===== src/mmbs_pkg.sv =====
// package: bus cycle states, request carrier and constants for the minimum-mode strobe block
package mmbs_pkg;

    // bus cycle state codes
    typedef enum logic [2:0] {
        ST_IDLE = 3'h0,
        ST_T1 = 3'h1,
        ST_T2 = 3'h2,
        ST_T3 = 3'h3,
        ST_TW = 3'h4,
        ST_T4 = 3'h5,
        ST_HOLD = 3'h6
    } mmbs_state_t;

    // kind of access requested by the core
    typedef enum logic [1:0] {
        KIND_READ = 2'h0,
        KIND_WRITE = 2'h1,
        KIND_INTR_ACK_STROBE_N = 2'h2
    } mmbs_kind_t;

    // one bus cycle request from the core
    typedef struct packed {
        logic is_io;
        mmbs_kind_t kind;
    } mmbs_req_t;

    // levels of the strobes when idle or released
    localparam logic STROBE_IDLE_N = 1'h1;
    localparam logic ALE_IDLE = 1'h0;
    localparam logic IOM_RESET = 1'h0;
    localparam logic OE_OFF = 1'h0;
    localparam logic OE_ON = 1'h1;

endpackage : mmbs_pkg


===== src/mmbs_ale_gen.sv =====
// address latch pulse generator: high during the clock low phase of T1
`timescale 1ns/1ps

module mmbs_ale_gen (
    // clock and reset
    input wire logic clk,
    input wire logic rst_n,
    // state of the bus cycle
    input wire logic in_t1,
    // pulse out
    output logic ale
);

    // sampled on the falling edge inside T1, so the pulse covers the low half of T1;
    // being a flop it can only drop at the next falling edge, half way into T2
    always_ff @(negedge clk) begin
        if (!rst_n) begin
            ale <= mmbs_pkg::ALE_IDLE;
        end else begin
            ale <= in_t1;
        end
    end

endmodule : mmbs_ale_gen


===== src/mmbs_strobes.sv =====
// minimum-mode bus strobe generator: io/mem select, write, interrupt acknowledge and address latch pulse
`timescale 1ns/1ps

// What this block does
// - The io/mem select is the inverse of the maximum-mode status bit 2.
// - The io/mem select is high for an io access and low for a memory access.
// - The io/mem select is valid from T1 of a cycle through that cycle's final T4.
// - The write strobe marks every write, and the io/mem select tells memory from io.
// - The low write strobe is held for T2, T3 and every wait state of a write cycle.
// - While the bus is granted away the write strobe is released and held at logic one.
// - The low interrupt acknowledge strobe acts as a read strobe in T2, T3 and wait states.
// - The address latch pulse is high during the clock low phase of T1 of each cycle.
// - When the grant acknowledge rises the control lines float in the same cycle.
// - The minimum-mode strobes work only while the min/max select is tied high.
module mmbs_strobes (
    // clock and reset
    input wire logic clk,
    input wire logic rst_n,
    // configuration strap
    input wire logic min_max_select,
    // request from the core
    input wire logic req_valid,
    input wire mmbs_pkg::mmbs_req_t req,
    output logic req_taken,
    // wait request, sampled in T3 and wait states
    input wire logic wait_req,
    // another master asks for the bus
    input wire logic hold_req,
    output logic bus_grant_ack,
    // control strobes, each but the address latch pulse with its output enable
    output logic io_mem_sel,
    output logic io_mem_sel_oe,
    output logic wr_strobe_n,
    output logic wr_strobe_n_oe,
    output logic intr_ack_strobe_n,
    output logic intr_ack_strobe_n_oe,
    output logic ale,
    // equivalent maximum-mode status bit, for observation
    output logic max_mode_status_bit2,
    // current bus state
    output mmbs_pkg::mmbs_state_t bus_state
);

    ////////////////////////////////////////////////////////////////////////////////
    mmbs_pkg::mmbs_state_t state_reg;
    mmbs_pkg::mmbs_state_t state_next;
    mmbs_pkg::mmbs_req_t cur_reg;
    logic min_mode;
    logic start;
    logic take;
    logic strobe_window;
    logic drive_next;

    assign min_mode = min_max_select;
    // a new cycle starts from idle, or straight after T4 when a request waits
    assign start = min_mode && req_valid && !hold_req;

    // the edge that moves the machine into T1 takes the request
    assign take = (state_next == mmbs_pkg::ST_T1) && (state_reg != mmbs_pkg::ST_T1);
    assign strobe_window = (state_next == mmbs_pkg::ST_T2) || (state_next == mmbs_pkg::ST_T3) ||
        (state_next == mmbs_pkg::ST_TW);
    // control lines float while the bus is granted away or the strap picks the other mode
    assign drive_next = (state_next != mmbs_pkg::ST_HOLD) && min_mode;

    always_comb begin
        state_next = state_reg;
        case (state_reg)
            mmbs_pkg::ST_IDLE: begin
                if (hold_req) begin
                    state_next = mmbs_pkg::ST_HOLD;
                end else if (start) begin
                    state_next = mmbs_pkg::ST_T1;
                end
            end
            mmbs_pkg::ST_T1: state_next = mmbs_pkg::ST_T2;
            mmbs_pkg::ST_T2: state_next = mmbs_pkg::ST_T3;
            mmbs_pkg::ST_T3, mmbs_pkg::ST_TW: begin
                state_next = wait_req ? mmbs_pkg::ST_TW : mmbs_pkg::ST_T4;
            end
            mmbs_pkg::ST_T4: begin
                if (hold_req) begin
                    state_next = mmbs_pkg::ST_HOLD;
                end else if (start) begin
                    state_next = mmbs_pkg::ST_T1;
                end else begin
                    state_next = mmbs_pkg::ST_IDLE;
                end
            end
            mmbs_pkg::ST_HOLD: begin
                if (!hold_req) begin
                    state_next = mmbs_pkg::ST_IDLE;
                end
            end
            default: state_next = mmbs_pkg::ST_IDLE;
        endcase
    end

    always_ff @(posedge clk) begin
        if (!rst_n) begin
            state_reg <= mmbs_pkg::ST_IDLE;
        end else begin
            state_reg <= state_next;
        end
    end

    // the request is copied as the cycle enters T1 and kept to its end
    always_ff @(posedge clk) begin
        if (!rst_n) begin
            cur_reg <= '{is_io: mmbs_pkg::IOM_RESET, kind: mmbs_pkg::KIND_READ};
        end else if (take) begin
            cur_reg <= req;
        end
    end

    always_ff @(posedge clk) begin
        if (!rst_n) begin
            req_taken <= 1'h0;
        end else begin
            req_taken <= take;
        end
    end

    ////////////////////////////////////////////////////////////////////////////////
    // io/mem select: presented while idle with a request waiting, else on the taking edge;
    // never moved inside a running cycle, so back to back it turns over at T1, not inside T4
    always_ff @(posedge clk) begin
        if (!rst_n) begin
            io_mem_sel <= mmbs_pkg::IOM_RESET;
        end else if (start && (state_next == mmbs_pkg::ST_IDLE || take)) begin
            io_mem_sel <= req.is_io;
        end
    end

    // status bit moves on the same condition, so it never disagrees with the select
    always_ff @(posedge clk) begin
        if (!rst_n) begin
            max_mode_status_bit2 <= ~mmbs_pkg::IOM_RESET;
        end else if (start && (state_next == mmbs_pkg::ST_IDLE || take)) begin
            max_mode_status_bit2 <= ~req.is_io;
        end
    end

    // strobes: registered from the next state so they line up with it
    always_ff @(posedge clk) begin
        if (!rst_n) begin
            wr_strobe_n <= mmbs_pkg::STROBE_IDLE_N;
        end else if (strobe_window && cur_reg.kind == mmbs_pkg::KIND_WRITE) begin
            wr_strobe_n <= 1'h0;
        end else begin
            wr_strobe_n <= mmbs_pkg::STROBE_IDLE_N;
        end
    end

    always_ff @(posedge clk) begin
        if (!rst_n) begin
            intr_ack_strobe_n <= mmbs_pkg::STROBE_IDLE_N;
        end else if (strobe_window && cur_reg.kind == mmbs_pkg::KIND_INTR_ACK_STROBE_N) begin
            intr_ack_strobe_n <= 1'h0;
        end else begin
            intr_ack_strobe_n <= mmbs_pkg::STROBE_IDLE_N;
        end
    end

    // grant and release happen together; released strobes park at one
    always_ff @(posedge clk) begin
        if (!rst_n) begin
            bus_grant_ack <= 1'h0;
        end else begin
            bus_grant_ack <= (state_next == mmbs_pkg::ST_HOLD);
        end
    end

    always_ff @(posedge clk) begin
        if (!rst_n) begin
            io_mem_sel_oe <= mmbs_pkg::OE_OFF;
        end else begin
            io_mem_sel_oe <= drive_next;
        end
    end

    always_ff @(posedge clk) begin
        if (!rst_n) begin
            wr_strobe_n_oe <= mmbs_pkg::OE_OFF;
        end else begin
            wr_strobe_n_oe <= drive_next;
        end
    end

    always_ff @(posedge clk) begin
        if (!rst_n) begin
            intr_ack_strobe_n_oe <= mmbs_pkg::OE_OFF;
        end else begin
            intr_ack_strobe_n_oe <= drive_next;
        end
    end

    always_ff @(posedge clk) begin
        if (!rst_n) begin
            bus_state <= mmbs_pkg::ST_IDLE;
        end else begin
            bus_state <= state_next;
        end
    end

    ////////////////////////////////////////////////////////////////////////////////
    // the latch pulse is clocked off the falling edge to sit in the low phase
    mmbs_ale_gen u_ale (
        .clk(clk),
        .rst_n(rst_n),
        .in_t1(bus_state == mmbs_pkg::ST_T1),
        .ale(ale)
    );

endmodule : mmbs_strobes


===== config.mk =====
export PLATFORM = sky130hd
export DESIGN_NAME = mmbs_strobes
export DESIGN_NICKNAME = d
export VERILOG_FILES = /design/src/mmbs_pkg.sv /design/src/mmbs_ale_gen.sv /design/src/mmbs_strobes.sv
export SDC_FILE = /design/constraint.sdc
export NUM_CORES = 1
export LEC_CHECK = 0
export BUFFER_PORTS_ARGS = -buffer_cell sky130_fd_sc_hd__buf_4
export CORE_MARGIN = 2
export CORE_UTILIZATION = 30
export DETAILED_ROUTE_END_ITERATION = 6
export PLACE_DENSITY = 0.5
export SYNTH_ARGS = -nofsm -noshare
export SYNTH_HDL_FRONTEND = slang
export SYNTH_SLANG_ARGS = --single-unit
export TNS_END_PERCENT = 20

===== constraint.sdc =====
create_clock -name clk -period 1.6 [get_ports clk]
set_input_delay 0.24 -clock clk [delete_from_list [all_inputs] [get_ports clk]]
set_output_delay 0.24 -clock clk [all_outputs]
set_load 0.05 [all_outputs]

==> key figures <==
Run status
  – Outcome: finished, violations left
  – Violated checks: setup timing

Hold path
  – Worst hold path type: input port to flop

Clock network
  – CTS buffer count: 3
  – Root Driver: clkbuf_4
  – CTS tree: yes
  – # H-tree levels: 1
  – Clock Pin Slew Worst Setup and Hold Paths: 0.07 ns
  – Num Clock Sinks: 13
  – Clock Latency Late Sink: 0.32 ns
  – Postcts setup bufs: 0
  – Max Root-Sink Buffers: 2

Die
  – Die height: 49.6 µm
  – Core area: 1960 µm²
  – Die area: 2460 µm²
  – Die width: 49.6 µm
  – # rows: 16
  – Ports: 22
  – Starting density of the core: 31.8%

Cells and area
  – Largest register FFs: 3
  – Fillers: 204
  – Layout cell share with drive strength beyond 1: 38.5%
  – Nets: 106
  – Ant. Diodes: 0
  – Area Overhead vs Synth: 41.6%

Timing
  – # setup viols final: 1
  – Endpoints failing hold: 0
  – RSZ-0062 raised after global routing: true
  – Max-slew headroom: 80.6%
  – Layout Skew: 0.0550 ns
  – Count of pins over their slew limit: 0
  – Setup ws final: -0.222 ns
  – Worst Hold Slack: 0.203 ns
  – Slew @ Worst Pin: 0.291 ns
  – Setup_tns: -0.222 ns

Power and ir drop
  – Pleak: 0.000377 µW
  – VDD IR max: 0.594 mV
  – Sequential share of power: 40.7%
  – Sw Pwr: 315 µW
  – Pwr Density: 1090 nW/µm²
  – Switching share of power: 32.9%
  – Clock share of power: 28.8%
  – Comb power frac: 30.5%
  – P_int: 642 µW

Logic synthesis
  – Synth area leader: dfxtp_1
  – Commonest cells in the netlist: dfxtp_1 (13), nand2_1 (8), a21oi_1 (5), nor2_1 (5), o21ai_0 (5)
  – Mean Syn Cell Area: 8.65 µm²
  – EDFF count, synth: 0
  – Prevailing post-synth register cell: dfxtp_1
  – Count leader, synth: dfxtp_1
  – Mapped Area: 623 µm²
  – Synth warnings: 0
  – Synth cell types: 30
  – Flops & latches, synth: 13
  – Part of the Yosys area used for sequential elements: 41.8%
  – Synthesized Nets: 81
  – Top post-synthesis cells by area: dfxtp_1 (42%), mux2i_1 (4.8%), nand2_1 (4.8%), a21oi_1 (4.0%), o21ai_0 (4.0%)
  – Top-area cell type share of the netlist area: 41.8%
  – Post-synth ARST share: 0%
  – Syn Inst Count: 72

Critical path
  – Req. time, crit path: 1.36 ns
  – Slowest stage delay, CP: 0.32 ns
  – Crit path cell chain: buf_8
  – CP top delay family: flip-flops
  – CP max-delay cell: dfxtp_2
  – WP buf/inv: 1
  – Startpoint types: flop
  – Crit path capture type: primary output
  – Critical Path Fanout Max: 1
  – Crit path kind: flop to primary output
  – Critical path arrival: 1.58 ns

Route
  – Wirelength per Cell: 10.9 µm
  – Final wirelength: 1.34 mm
  – 1st-iter DRT viols: 6
  – Post-route DRC: 0
  – Initial DRT Pass Iterations: 5
  – Via density: 4.74
  – Final ANT Viol Nets: 0
  – DR vias: 583

Global routing
  – Initial antenna violation count: 0
  – GRT overflow: 0
  – Largest net degree at the start of global routing: 17
  – Vias in the first global route: 518
  – GR Util All Layers: 11.6%
  – First-pass GRT wire length: 2.19 mm

Place
  – Dpl hpwl: 1.00 mm
  – PortBufs: 21
  – DP Worst Slack: 0.0799 ns
  – Gpl congestion: 0.709

Run
  – Max_cap viols: 0
[cell type report]
class / count / area (µm²) / area share, %
clock buffer: 3 / 22.5 / 2.55
clock inverter: 2 / 21.3 / 2.41
inverter: 2 / 7.51 / 0.851
multi-input combinational: 51 / 329 / 37.3
sequential: 13 / 273 / 30.9
tap: 27 / 33.8 / 3.83
timing repair buffer: 25 / 195 / 22.1
[cells in the final DEF (no fill, tap or decap)]
master / count
mux2i_1: 3
a21o_1: 1
a21oi_1: 5
and2_1: 1
and3b_1: 1
dfxtp_1: 9
bufinv_8: 1
o21ai_1: 1
nand2b_1: 2
o21ai_0: 5
and3_1: 1
xor2_1: 1
o211ai_1: 1
clkbuf_4: 3
o2111ai_1: 1
nand3b_1: 3
nor2b_1: 2
buf_4: 24
dfxtp_2: 1
nand2_1: 8
nor3b_1: 1
dfxtp_4: 3
nand3_1: 1
buf_8: 1
a22oi_2: 1
a211oi_2: 1
nor2_1: 5
inv_1: 3
or2_1: 1
a21boi_0: 1
nor4b_2: 2
or3_1: 2
[power groups by stage]
stage / logic (µW) / registers, µW / clock network [µW]
6_report: 292 / 390 / 276
3_3_place_gp: 292 / 395 / 7.82
5_1_grt: 314 / 395 / 301
2_1_floorplan: 155 / 453 / 7.82
4_1_cts: 295 / 389 / 286
3_5_place_dp: 292 / 394 / 7.82
[per-stage QoR]
step | std cells | power (µW) | cell area [µm²] | util, %
after CTS | 123 | 970 | 882 | 45.0
after detailed placement | 119 | 694 | 833 | 42.5
final | 123 | 957 | 882 | 45.0
after global routing | 123 | 1010 | 882 | 45.0
after floorplan | 72 | 616 | 654 | -
after global placement | 119 | 695 | 833 | 42.5
[worst reg2reg max path, delay by kind of cell, from the launching register on]
| kind | cells | cell delay [ns] |
|---|---|---|
| AND/OR/NAND/NOR | 2 | 0.47 |
| flip-flops | 1 | 0.37 |
| AO/OA/AOI/OAI | 1 | 0.34 |
| multiplexers | 1 | 0.22 |
[metal layers]
layer	GRT usage (%)	vias up	wire (µm)
li1	-	297	-
met1	13.7	270	569
met2	19.6	14	683
met3	5.45	2	71
met4	1.39	0	10
met5	0	-	0
[logic make-up after synthesis]
logic type	Yosys count	share of synthesized area (%)
mux	3	4.82
buf+inv	8	6.42
flops	13	41.8
simple gates	30	27.7
compound gates	17	17.9
xor+xnor	1	1.41
[final timing paths]
check | start | endpoint | slack, ns | depth (start not counted)
worst min register to register | cur_reg[0] | wr_strobe_n | 0.43 | 1
worst max register to register | bus_state[1] | io_mem_sel | 0.10 | 4
worst min-delay path | req[2] | io_mem_sel | 0.20 | 3
worst max-delay path | u_ale.ale | ale | -0.22 | 1
[timing repair]
item,in CTS,in global routing
setup endpoints to repair,1,1
gates resized for setup,3,0
hold buffers,0,0
No activity file was read; power rests on OpenSTA's default activity.
